**config.mk**
```make
export PLATFORM = sky130hd
export DESIGN_NAME = bcfg_header
export DESIGN_NICKNAME = d
export VERILOG_FILES = /design/src/design/bcfg_pkg.sv /design/src/design/bcfg_wb_slave.sv /design/src/design/bcfg_field_reg.sv /design/src/design/bcfg_header.sv
export VERILOG_INCLUDE_DIRS = /design/src /design/src/design
export SDC_FILE = /design/constraint.sdc
export NUM_CORES = 1
export LEC_CHECK = 0
export BUFFER_PORTS_ARGS = -buffer_cell sky130_fd_sc_hd__clkbuf_2
export CORE_MARGIN = 4
export CORE_UTILIZATION = 50
export DETAILED_ROUTE_END_ITERATION = 12
export PLACE_DENSITY_LB_ADDON = 0.12
export SLEW_MARGIN = 10
export SYNTH_ARGS = -nofsm -noshare
export SYNTH_HDL_FRONTEND = slang
export SYNTH_SLANG_ARGS = --single-unit
export TNS_END_PERCENT = 30
```
**constraint.sdc**
```tcl
create_clock -name clk_i -period 4.05 [get_ports clk_i]
set_clock_uncertainty 0.05 [all_clocks]
set_input_delay 0.6075 -clock clk_i [delete_from_list [all_inputs] [get_ports clk_i]]
set_output_delay 0.6075 -clock clk_i [all_outputs]
set_load 0.01 [all_outputs]
```
**src/design/bcfg_defines.svh**
```systemverilog
// offsets, field masks and reset values of the bridge header slice
`ifndef BCFG_DEFINES_SVH
`define BCFG_DEFINES_SVH

`define BCFG_OFF_CLS_DW   8'h0c
`define BCFG_OFF_RSV_LO   8'h10
`define BCFG_OFF_RSV_HI   8'h14
`define BCFG_OFF_BUS_DW   8'h18
`define BCFG_OFF_IO_DW    8'h1c

`define BCFG_ADR_DW       7:2
`define BCFG_B0           7:0
`define BCFG_B1           15:8
`define BCFG_B2           23:16
`define BCFG_B3           31:24
`define BCFG_LANE0        0
`define BCFG_LANE1        1
`define BCFG_LANE2        2
`define BCFG_LANE3        3

`define BCFG_RST_ZERO     8'h00
`define BCFG_RST_IO       8'h01
`define BCFG_HDR_TYPE     8'h01
`define BCFG_HDR_UPPER    8'h00
`define BCFG_CLS_WMASK    8'h3c
`define BCFG_FULL_WMASK   8'hff
`define BCFG_IO_WMASK     8'hf0
`define BCFG_ZERO_BYTE    8'h00
`define BCFG_ZERO_WORD    32'h0000_0000

`endif

```
**src/design/bcfg_pkg.sv**
```systemverilog
// types and decode helpers shared by the bridge header slice
`include "bcfg_defines.svh"

package bcfg_pkg;

  typedef logic [7:0]  bcfg_byte_t;
  typedef logic [31:0] bcfg_word_t;
  typedef logic [7:0]  bcfg_adr_t;

  typedef enum logic {
    BCFG_FORWARD,
    BCFG_REVERSE
  } bcfg_mode_e;

  typedef enum logic {
    BCFG_IDLE,
    BCFG_ACK
  } bcfg_bus_e;

  // true when the byte address falls in the dword at off
  function automatic logic bcfg_hit(input bcfg_adr_t adr, input bcfg_adr_t off);
    bcfg_hit = (adr[`BCFG_ADR_DW] == off[`BCFG_ADR_DW]);
  endfunction

  // write enable of one byte field
  function automatic logic bcfg_lane_wr(input logic wr, input logic hit, input logic sel,
                                        input logic allow);
    bcfg_lane_wr = wr & hit & sel & allow;
  endfunction

endpackage

```
**src/design/bcfg_wb_slave.sv**
```systemverilog
// classic wishbone handshake: one ack per request, one cycle after it
`timescale 1ns/1ps

module bcfg_wb_slave
  import bcfg_pkg::*;
(
  input  wire logic clk_i,
  input  wire logic rst_i,
  input  wire logic cyc_i,
  input  wire logic stb_i,
  input  wire logic we_i,
  output logic      take_o,
  output logic      wr_o,
  output logic      ack_o
);

  bcfg_bus_e state_q;
  bcfg_bus_e state_d;
  logic      ack_q;
  logic      req_w;

  assign req_w  = cyc_i & stb_i;
  assign take_o = req_w & (state_q == BCFG_IDLE);
  assign wr_o   = req_w & we_i & (state_q == BCFG_ACK);
  assign ack_o  = ack_q;

  always_comb begin
    case (state_q)
      BCFG_IDLE: state_d = req_w ? BCFG_ACK : BCFG_IDLE;
      BCFG_ACK:  state_d = BCFG_IDLE;
      default:   state_d = BCFG_IDLE;
    endcase
  end

  always_ff @(posedge clk_i) begin
    if (rst_i) begin
      state_q <= BCFG_IDLE;
      ack_q   <= 1'b0;
    end else begin
      state_q <= state_d;
      ack_q   <= take_o;
    end
  end

endmodule

```
**src/design/bcfg_field_reg.sv**
```systemverilog
// one byte field with a mask of writable bits
`timescale 1ns/1ps

module bcfg_field_reg
  import bcfg_pkg::*;
#(
  parameter bcfg_byte_t RESET = `BCFG_RST_ZERO,
  parameter bcfg_byte_t WMASK = `BCFG_FULL_WMASK
)
(
  input  wire logic       clk_i,
  input  wire logic       rst_i,
  input  wire logic       wr_i,
  input  wire bcfg_byte_t wdata_i,
  output bcfg_byte_t      q_o
);

  bcfg_byte_t q_q;
  bcfg_byte_t q_d;

  // fixed bits keep their value, writable bits take the data
  assign q_d = (q_q & ~WMASK) | (wdata_i & WMASK);
  assign q_o = q_q;

  always_ff @(posedge clk_i) begin
    if (rst_i) begin
      q_q <= RESET;
    end else if (wr_i) begin
      q_q <= q_d;
    end
  end

endmodule

```
**src/design/bcfg_header.sv**
```systemverilog
// bridge header dwords 0ch, 10h-17h, 18h and 1ch behind a wishbone slave
//
// Overview of operation
// - cache line bits 5:2 writable, reset zero
// - cache line bits 1:0, 7:6 read zero
// - primary latency writable only reverse with pci
// - secondary latency writable only forward with pci
// - header type bits 22:16 read 0000001
// - bit 23 zero, bits 31:24 read zero
// - offsets 10h to 17h are reserved
// - three writable bus numbers, reset zero
// - io addressing bits read 01, reserved zero
// - io base bits 7:4 writable, reset zero
// - io limit bits 15:12 writable, reset zero
//
// Added by the designer: the Wishbone slave port.
`timescale 1ns/1ps

module bcfg_header
  import bcfg_pkg::*;
(
  input  wire logic       clk_i,
  input  wire logic       rst_i,
  input  wire logic       wb_cyc_i,
  input  wire logic       wb_stb_i,
  input  wire logic       wb_we_i,
  input  wire bcfg_adr_t  wb_adr_i,
  input  wire logic [3:0] wb_sel_i,
  input  wire bcfg_word_t wb_dat_i,
  output bcfg_word_t      wb_dat_o,
  output logic            wb_ack_o,
  input  wire logic       reverse_mode_i,
  input  wire logic       pri_bus_pci_i,
  input  wire logic       sec_bus_pci_i,
  output bcfg_byte_t      cache_line_size_o,
  output bcfg_byte_t      pri_lat_timer_o,
  output bcfg_byte_t      sec_lat_timer_o,
  output bcfg_byte_t      pri_bus_num_o,
  output bcfg_byte_t      sec_bus_num_o,
  output bcfg_byte_t      sub_bus_num_o,
  output bcfg_byte_t      io_base_o,
  output bcfg_byte_t      io_limit_o
);

  // ----------------------------------------------------------------
  // bus handshake
  // ----------------------------------------------------------------

  logic       take_w;
  logic       wr_w;
  bcfg_word_t dat_q;
  bcfg_word_t rd_word_w;

  bcfg_wb_slave u_slave (
    .clk_i  (clk_i),
    .rst_i  (rst_i),
    .cyc_i  (wb_cyc_i),
    .stb_i  (wb_stb_i),
    .we_i   (wb_we_i),
    .take_o (take_w),
    .wr_o   (wr_w),
    .ack_o  (wb_ack_o)
  );

  // ----------------------------------------------------------------
  // address decode and mode
  // ----------------------------------------------------------------

  logic       hit_cls_w;
  logic       hit_rsv_w;
  logic       hit_bus_w;
  logic       hit_io_w;
  bcfg_mode_e mode_w;
  logic       plt_allow_w;
  logic       slt_allow_w;

  assign hit_cls_w = bcfg_hit(wb_adr_i, `BCFG_OFF_CLS_DW);
  // reserved dwords decode but hold nothing
  // reserved space decode
  assign hit_rsv_w = bcfg_hit(wb_adr_i, `BCFG_OFF_RSV_LO) |
                     bcfg_hit(wb_adr_i, `BCFG_OFF_RSV_HI);
  assign hit_bus_w = bcfg_hit(wb_adr_i, `BCFG_OFF_BUS_DW);
  assign hit_io_w  = bcfg_hit(wb_adr_i, `BCFG_OFF_IO_DW);

  assign mode_w = reverse_mode_i ? BCFG_REVERSE : BCFG_FORWARD;

  assign plt_allow_w = (mode_w == BCFG_REVERSE) & pri_bus_pci_i;
  assign slt_allow_w = (mode_w == BCFG_FORWARD) & sec_bus_pci_i;

  // ----------------------------------------------------------------
  // per-field write enables
  // ----------------------------------------------------------------

  logic wr_cls_w;
  logic wr_plt_w;
  logic wr_pbn_w;
  logic wr_sbn_w;
  logic wr_subn_w;
  logic wr_slt_w;
  logic wr_iob_w;
  logic wr_iol_w;

  assign wr_cls_w  = bcfg_lane_wr(wr_w, hit_cls_w, wb_sel_i[`BCFG_LANE0], 1'b1);
  assign wr_plt_w  = bcfg_lane_wr(wr_w, hit_cls_w, wb_sel_i[`BCFG_LANE1], plt_allow_w);
  assign wr_pbn_w  = bcfg_lane_wr(wr_w, hit_bus_w, wb_sel_i[`BCFG_LANE0], 1'b1);
  assign wr_sbn_w  = bcfg_lane_wr(wr_w, hit_bus_w, wb_sel_i[`BCFG_LANE1], 1'b1);
  assign wr_subn_w = bcfg_lane_wr(wr_w, hit_bus_w, wb_sel_i[`BCFG_LANE2], 1'b1);
  assign wr_slt_w  = bcfg_lane_wr(wr_w, hit_bus_w, wb_sel_i[`BCFG_LANE3], slt_allow_w);
  assign wr_iob_w  = bcfg_lane_wr(wr_w, hit_io_w, wb_sel_i[`BCFG_LANE0], 1'b1);
  assign wr_iol_w  = bcfg_lane_wr(wr_w, hit_io_w, wb_sel_i[`BCFG_LANE1], 1'b1);

  // ----------------------------------------------------------------
  // dword 0ch fields
  // ----------------------------------------------------------------

  bcfg_field_reg #(
    .RESET (`BCFG_RST_ZERO),
    .WMASK (`BCFG_CLS_WMASK)
  ) u_cls (
    .clk_i   (clk_i),
    .rst_i   (rst_i),
    .wr_i    (wr_cls_w),
    .wdata_i (wb_dat_i[`BCFG_B0]),
    .q_o     (cache_line_size_o)
  );

  bcfg_field_reg #(
    .RESET (`BCFG_RST_ZERO),
    .WMASK (`BCFG_FULL_WMASK)
  ) u_plt (
    .clk_i   (clk_i),
    .rst_i   (rst_i),
    .wr_i    (wr_plt_w),
    .wdata_i (wb_dat_i[`BCFG_B1]),
    .q_o     (pri_lat_timer_o)
  );

  // ----------------------------------------------------------------
  // dword 18h fields
  // ----------------------------------------------------------------

  bcfg_field_reg #(
    .RESET (`BCFG_RST_ZERO),
    .WMASK (`BCFG_FULL_WMASK)
  ) u_pbn (
    .clk_i   (clk_i),
    .rst_i   (rst_i),
    .wr_i    (wr_pbn_w),
    .wdata_i (wb_dat_i[`BCFG_B0]),
    .q_o     (pri_bus_num_o)
  );

  bcfg_field_reg #(
    .RESET (`BCFG_RST_ZERO),
    .WMASK (`BCFG_FULL_WMASK)
  ) u_sbn (
    .clk_i   (clk_i),
    .rst_i   (rst_i),
    .wr_i    (wr_sbn_w),
    .wdata_i (wb_dat_i[`BCFG_B1]),
    .q_o     (sec_bus_num_o)
  );

  bcfg_field_reg #(
    .RESET (`BCFG_RST_ZERO),
    .WMASK (`BCFG_FULL_WMASK)
  ) u_subn (
    .clk_i   (clk_i),
    .rst_i   (rst_i),
    .wr_i    (wr_subn_w),
    .wdata_i (wb_dat_i[`BCFG_B2]),
    .q_o     (sub_bus_num_o)
  );

  bcfg_field_reg #(
    .RESET (`BCFG_RST_ZERO),
    .WMASK (`BCFG_FULL_WMASK)
  ) u_slt (
    .clk_i   (clk_i),
    .rst_i   (rst_i),
    .wr_i    (wr_slt_w),
    .wdata_i (wb_dat_i[`BCFG_B3]),
    .q_o     (sec_lat_timer_o)
  );

  // ----------------------------------------------------------------
  // dword 1ch fields
  // ----------------------------------------------------------------

  bcfg_field_reg #(
    .RESET (`BCFG_RST_IO),
    .WMASK (`BCFG_IO_WMASK)
  ) u_iob (
    .clk_i   (clk_i),
    .rst_i   (rst_i),
    .wr_i    (wr_iob_w),
    .wdata_i (wb_dat_i[`BCFG_B0]),
    .q_o     (io_base_o)
  );

  bcfg_field_reg #(
    .RESET (`BCFG_RST_IO),
    .WMASK (`BCFG_IO_WMASK)
  ) u_iol (
    .clk_i   (clk_i),
    .rst_i   (rst_i),
    .wr_i    (wr_iol_w),
    .wdata_i (wb_dat_i[`BCFG_B1]),
    .q_o     (io_limit_o)
  );

  // ----------------------------------------------------------------
  // read path
  // ----------------------------------------------------------------

  bcfg_word_t word_cls_w;
  bcfg_word_t word_bus_w;
  bcfg_word_t word_io_w;

  assign word_cls_w = {`BCFG_HDR_UPPER, `BCFG_HDR_TYPE, pri_lat_timer_o,
                       cache_line_size_o};
  assign word_bus_w = {sec_lat_timer_o, sub_bus_num_o, sec_bus_num_o,
                       pri_bus_num_o};
  // upper half of 1ch belongs to secondary status, outside this block
  assign word_io_w  = {`BCFG_ZERO_BYTE, `BCFG_ZERO_BYTE, io_limit_o, io_base_o};

  assign rd_word_w = hit_cls_w ? word_cls_w :
                     hit_bus_w ? word_bus_w :
                     hit_io_w  ? word_io_w  :
                     hit_rsv_w ? `BCFG_ZERO_WORD :
                                 `BCFG_ZERO_WORD;

  assign wb_dat_o = dat_q;

  // read data captured when the request is taken
  always_ff @(posedge clk_i) begin
    if (rst_i) begin
      dat_q <= `BCFG_ZERO_WORD;
    end else if (take_w) begin
      dat_q <= wb_we_i ? `BCFG_ZERO_WORD : rd_word_w;
    end
  end

endmodule

```
==> reports/results.env, run 1 <==
SYNTHESIS.INSTANCES=320
POST_DRT_WL_PER_CELL_MICRONS=15.8
FINAL_COMMON_CELL='sky130_fd_sc_hd__clkbuf_2'
CRITICAL_PATH_CLASS='in -> reg'
FLOORPLAN.INITIALDENSITY=0.519
NET-SWITCHING-POWER_mW=0.353
DETAILEDPLACEMENTHPWL_MICRONS=6120
OUTCOME='completed'
YS_FF_LATCH=86
SYNTH.AVG_CELL_AREA_SQ_UM=10.4
VIA_PER_INST=5.22
POST_ROUTE_MINIMUM_PERIOD_NS=2.09
CTS_BUFFERS=9
MAX_CAP_VIOLATIONS=0
MAPPEDNETLISTAREA_SQ_MM=0.00333
UTILIZATION=0.651
FIN_TNS_SETUP_NS=0
NETSWITCHINGFRACTION=0.233
CLK_PIN_SLEW_NS=0.08
SLEW_VIOL_FINAL=0
GRT_PASS1_WL_MICRONS=12800
SYNTH_ENABLE_FLOP_CELLS=0
DETAILEDROUTE.FIRSTPASSITERATIONCOUNT=4
SYNTH.YOSYS.WARNINGS=0
HOLD_BUFFERS=0
SETUP.WORST_PATH.START_CLASS='input pin'
CTS_REPAIR_RESIZE_COUNT=0
CLOCKROOTBUFFER='sky130_fd_sc_hd__clkbuf_8'
PORTION_OF_TOTAL_POWER_ATTRIBUTED_TO_THE_CLOCK_NETWORK=0.395
CLOCK_LATENCY_AT_THE_LATER_PIN_OF_THE_WORST_SKEW_PAIR_NS=0.35
VIAS_IN_THE_FIRST_GLOBAL_ROUTE=2590
MAX_CLOCK_FREQ_MHz=477
STD_CELL_ROWS=29
CP.ARRIVAL_NS=2.27
CP_MAX_FO=8
POST_SYNTH_NUM_CELL_TYPES=30
N_ANTENNA_CELL=0
SLEW_HEADROOM=0.563
MOSTFREQUENTLAYOUTCELLS='sky130_fd_sc_hd__clkbuf_2, sky130_fd_sc_hd__dfxtp_1, sky130_fd_sc_hd__nor2_1'
DRT-INITIAL-DRC-COUNT=105
CELLINTERNALPOWER_mW=1.16
DIE_H_MICRONS=89.6
CTS_BUFFER_DEPTH=2
GRT_ANTENNA_BEFORE_REPAIR=0
WORST_EP_REQUIRED_TIME_NS=4.23
NUMBER_OF_PORTS_PLACED_ON_THE_DIE_BOUNDARY=149
AREA_GROWTH_SYN_TO_LAYOUT_PCT=25.5
GPL.FINAL_WEIGHTED_CONGESTION=0.824
BUFFER_PORTS.INSERTED=134
LAYOUT_WORST_PATH_CYCLE_SHARE=0.517
TRITONCTS='built'
ASYNC_FLOP_SHARE=0
WORST_HOLD_PATH_TYPE='reg -> reg'
HOLD_VIOLATIONS=0
SYNTH-MAIN-FF-CELL='sky130_fd_sc_hd__dfxtp_1'
VDD_IR_DROP_MAX_V=0.000195
SYNTH.YOSYS.SEQ_AREA_SHARE=0.517
DRC=0
DIE_AREA_SQ_MM=0.00803
POSTROUTEWIRELENGTH_MICRONS=8370
MAXIMUM_NUMBER_OF_PINS_ON_ONE_NET_BEFORE_GLOBAL_ROUTE_REPAIR=30
CRIT_PATH_END_KIND='register'
SETUP_REPAIR_AFTER_GLOBAL_ROUTING_MISSED_ITS_MARGIN='no'
CTSHTREEMAXLEVEL=3
DRT.ANTENNA.VIOLATING_NETS=0
DIE_WIDTH_MICRONS=89.6
GLOBALROUTEOVERFLOWTOTAL=0
DRIVE_ABOVE_1_SHARE=0.362
PWR_DENSITY_mW_PER_MM2=362
VIA_COUNT=2768
SETUP_VIOL_COUNT_FINAL=0
WORST_PIN_SLEW_NS=0.650
FLOORPLAN.CORE_AREA_SQ_MM=0.00642
NUM-NETS-FINAL=500
SEQPWRFRAC=0.559
CTS.SINKS=86
POSTCTSSETUPREPAIRBUFS=0
POWER.COMBINATIONAL.FRACTION=0.047
LEAKAGE_nW=2.25
GLOBAL_ROUTE.USAGE.TOTAL=0.207
## registers in the layout, summed over array words and instances, names as in the netlist
signal           cells
wb_dat_o            32
u_pbn.q_o            8
u_plt.q_o            8
u_sbn.q_o            8
u_slt.q_o            8
u_subn.q_o           8
u_cls.q_o            4
u_iob.q_o            4
u_iol.q_o            4
u_slave.ack_o        1
u_slave.state_q      1
## through the flow
step                hold WS (ns)  setup slack, ns  area (sq um)  std cells  power (mW)
floorplan                  0.412             2.15          3370        330       0.907
global placement           0.381             1.66          3980        514       0.936
detailed placement         0.386             1.62          3980        514       0.936
CTS                        0.397             1.99          4180        530        1.52
global route               0.411             1.84          4180        530        1.58
finish                     0.393             1.96          4180        530        1.51
## power groups by stage
stage / registers [mW] / clock network [mW] / logic (mW)
floorplan: 0.866 / 0 / 0.0408
global placement: 0.866 / 0 / 0.0698
detailed placement: 0.866 / 0 / 0.0701
CTS: 0.846 / 0.608 / 0.0706
global route: 0.846 / 0.652 / 0.0775
finish: 0.846 / 0.597 / 0.0708
## cells in the mapped netlist, drive strengths merged (2+ instances only)
cell	number	area, sq um
buf	21	149
nor3	2	10.0
nand2	16	60.1
a221oi	5	43.8
o21ai	9	45.0
mux2i	55	551
conb	2	7.51
a22oi	5	37.5
dfxtp	86	1720
and3	6	37.5
and2	5	36.3
nand4	9	81.3
a22o	17	149
and3b	2	17.5
nor2b	2	12.5
nor2	57	214
a221o	5	53.8
clkbuf	9	33.8
and4	2	17.5
## path summary, 6_finish.rpt
kind                   startpoint      endpoint  slack [ns]  cells past startpoint
setup / recovery      wb_adr_i[5]  u_plt.q_o[0]        1.96                      5
hold / removal        wb_dat_o[8]   wb_dat_o[8]        0.39                      2
setup reg to reg  u_slave.state_q  wb_dat_o[16]        2.22                      5
hold reg to reg       wb_dat_o[8]   wb_dat_o[8]        0.39                      2
## logic make-up after synthesis
logic type | after synthesis | share of synthesized area
flops | 86 | 0.517
compound gates | 44 | 0.105
other cells | 2 | 0.00225
simple gates | 103 | 0.156
buf+inv | 30 | 0.0548
mux | 55 | 0.165
## per-layer routing
| metal | GRT usage | routed length [microns] | up-vias |
|---|---|---|---|
| met5 | 0 | 0 | - |
| met4 | 0.0704 | 106 | 0 |
| met3 | 0.0420 | 611 | 10 |
| met2 | 0.346 | 4010 | 99 |
| met1 | 0.266 | 3640 | 1287 |
| li1 | - | - | 1372 |
## worst max-delay path, cell delays in order
cell and delay (ns):
sky130_fd_sc_hd__clkbuf_2 0.11, sky130_fd_sc_hd__nor3_1 0.56, sky130_fd_sc_hd__and4_1 0.69, sky130_fd_sc_hd__mux2i_1 0.25, sky130_fd_sc_hd__nor2_1 0.06
## area by class of cell
type / instances / area [sq um]
clock buffer: 10 / 128
clock inverter: 6 / 70.1
fill: 563 / 2240
multi-input combinational: 214 / 1470
sequential: 86 / 1720
tap: 77 / 96.3
timing repair buffer: 137 / 693
No activity file was read; power rests on OpenSTA's default activity.
==> run 2, diff against run 1 <==
- CORE_UTILIZATION: 50 -> 47
- clock period: 4.05 -> 2.1 ns (I/O delays scaled with it)
==> reports/results.env, run 2 (synthesis gave the netlist of run 1 again) <==
FINALWORSTSETUPSLACK_NS=0.385
CRITICAL_PATH.MAX_STAGE_DELAY_NS=0.43
NUM-NETS-FINAL=506
FLOORPLAN.INITIALDENSITY=0.488
DIE_AREA_SQ_MM=0.00850
BUFFER_PORTS.INSERTED=134
DIE_H_MICRONS=92.2
CLK_PIN_SLEW_NS=0.09
WORST_SLACK_AT_PLACEMENT_NS=0.278
DIE_WIDTH_MICRONS=92.2
CLOCK_LATENCY_AT_THE_LATER_PIN_OF_THE_WORST_SKEW_PAIR_NS=0.35
STD_CELL_ROWS=30
OUTCOME='completed'
CRITICAL_PATH_CLASS='reg -> reg'
CTS_BUFFERS=9
MOSTFREQUENTLAYOUTCELLS='sky130_fd_sc_hd__clkbuf_2, sky130_fd_sc_hd__dfxtp_1, sky130_fd_sc_hd__nor2_1'
DETAILEDROUTE.FIRSTPASSITERATIONCOUNT=4
N_FILL_CELL=617
GRT_PASS1_WL_MICRONS=13200
SLEW_HEADROOM=0.621
CTS_BUFFER_DEPTH=2
N_ANTENNA_CELL=0
POSTROUTEWIRELENGTH_MICRONS=8360
WORST_EP_REQUIRED_TIME_NS=2.26
PWR_DENSITY_mW_PER_MM2=688
DRT-INITIAL-DRC-COUNT=100
DRT.ANTENNA.VIOLATING_NETS=0
HOLD_BUFFERS=0
GRT_ANTENNA_BEFORE_REPAIR=0
CP_MAX_FO=8
NUMBER_OF_PORTS_PLACED_ON_THE_DIE_BOUNDARY=149
FLOORPLAN.CORE_AREA_SQ_MM=0.00683
MAX_CAP_VIOLATIONS=0
CRITICAL-PATH-TOP-DELAY-FAMILY='simple AND/OR/NAND/NOR gates'
AREA_GROWTH_SYN_TO_LAYOUT_PCT=27.7
POSTCTSSETUPREPAIRBUFS=0
GPL.FINAL_WEIGHTED_CONGESTION=0.783
LAYOUT_WORST_PATH_CYCLE_SHARE=0.817
DRIVE_ABOVE_1_SHARE=0.373
PLACEMENT.CELL_AREA_SQ_MM=0.00406
SLEW_VIOL_FINAL=0
SETUP.WORST_PATH.START_CLASS='register'
VIA_COUNT=2775
CLOCKROOTBUFFER='sky130_fd_sc_hd__clkbuf_8'
DETAILEDPLACEMENTHPWL_MICRONS=6090
LEAKAGE_nW=2.29
POST_ROUTE_MINIMUM_PERIOD_NS=1.72
CTSHTREEMAXLEVEL=3
FINAL_COMMON_CELL='sky130_fd_sc_hd__clkbuf_2'
MAX_CLOCK_FREQ_MHz=583
POWER.TOTAL_mW=2.93
GLOBAL_ROUTE.USAGE.TOTAL=0.196
PATH_BUF_INV=0
DRC=0
MAXIMUM_NUMBER_OF_PINS_ON_ONE_NET_BEFORE_GLOBAL_ROUTE_REPAIR=55
CTS_REPAIR_RESIZE_COUNT=0
SETUP_VIOL_COUNT_FINAL=0
TRITONCTS='built'
SUMMED_AREA_OF_NON_FILLER_CELLS_IN_THE_FINAL_LAYOUT_SQ_MM=0.00425
CRIT_PATH_END_KIND='register'
WORST_HOLD_PATH_TYPE='in -> reg'
CRIT_SLOWEST_CELL='sky130_fd_sc_hd__nand4_2'
GLOBALROUTEOVERFLOWTOTAL=0
VIA_PER_INST=5.00
HOLD_VIOLATIONS=0
VDD_IR_DROP_MAX_V=0.000496
SETUP_REPAIR_AFTER_GLOBAL_ROUTING_MISSED_ITS_MARGIN='no'
CTS.SINKS=86
CRIT_CHAIN='and4_1 -> nand4_2 -> mux2i_1 -> nor2_1'
WORST_PIN_SLEW_NS=0.568
POST_DRT_WL_PER_CELL_MICRONS=15.1
LARGEST_REGISTER_FF_COUNT=32
CP.ARRIVAL_NS=1.88
FIN_TNS_SETUP_NS=0
VIAS_IN_THE_FIRST_GLOBAL_ROUTE=2579
[run 2: changes by cell type in the layout (fill, tap and decap cells not counted)]
| cell | change |
|---|---|
| sky130_fd_sc_hd__buf_4 | +6 |
| sky130_fd_sc_hd__clkbuf_1 | -1 |
| sky130_fd_sc_hd__clkinv_2 | +2 |
| sky130_fd_sc_hd__clkinv_4 | +2 |
| sky130_fd_sc_hd__clkinvlp_4 | -2 |
| sky130_fd_sc_hd__inv_6 | -1 |
| sky130_fd_sc_hd__nor2b_2 | -1 |
| sky130_fd_sc_hd__nor2b_4 | +1 |
[run 2: final cells by class]
type	instances	area, sq um	area share
flip-flops and latches	86	1720	0.405
multi-input cells	214	1480	0.347
repair buffers	143	738	0.174
clock buffers	9	124	0.0291
well taps	96	120	0.0282
clock inverters	7	73.8	0.0174
[run 2: final timing paths]
check,slack [ns],endpoint,start,cells after the start
setup / recovery,0.38,u_sbn.q_o[1],u_slave.state_q,4
hold / removal,0.15,u_slt.q_o[5],wb_dat_i[29],3
setup reg to reg,0.38,u_sbn.q_o[1],u_slave.state_q,4
hold reg to reg,0.39,wb_dat_o[8],wb_dat_o[8],2
[run 2: worst min-delay path: stages]
cell and delay [ns]:
sky130_fd_sc_hd__clkbuf_2 0.07, sky130_fd_sc_hd__mux2i_1 0.05, sky130_fd_sc_hd__nor2_1 0.07
[run 2: metal layers]
metal  share of wire  global-route usage
met2            0.47               0.307
met4          0.0091              0.0668
met3           0.070              0.0517
met5               0                   0
met1            0.46               0.261
[run 2: through the flow]
stage | cells | utilization | hold WS, ns
finish | 555 | 0.623 | 0.151
global route | 555 | 0.623 | 0.144
CTS | 555 | 0.623 | 0.138
detailed placement | 539 | 0.594 | 0.383
global placement | 539 | 0.594 | 0.378
floorplan | 330 | - | 0.405
[run 2: power by group]
| part | switching [mW] | total (mW) | internal [mW] |
|---|---|---|---|
| Clock | 0.599 | 1.15 | 0.554 |
| Sequential | 0.000722 | 1.63 | 1.63 |
| Combinational | 0.0879 | 0.143 | 0.0552 |
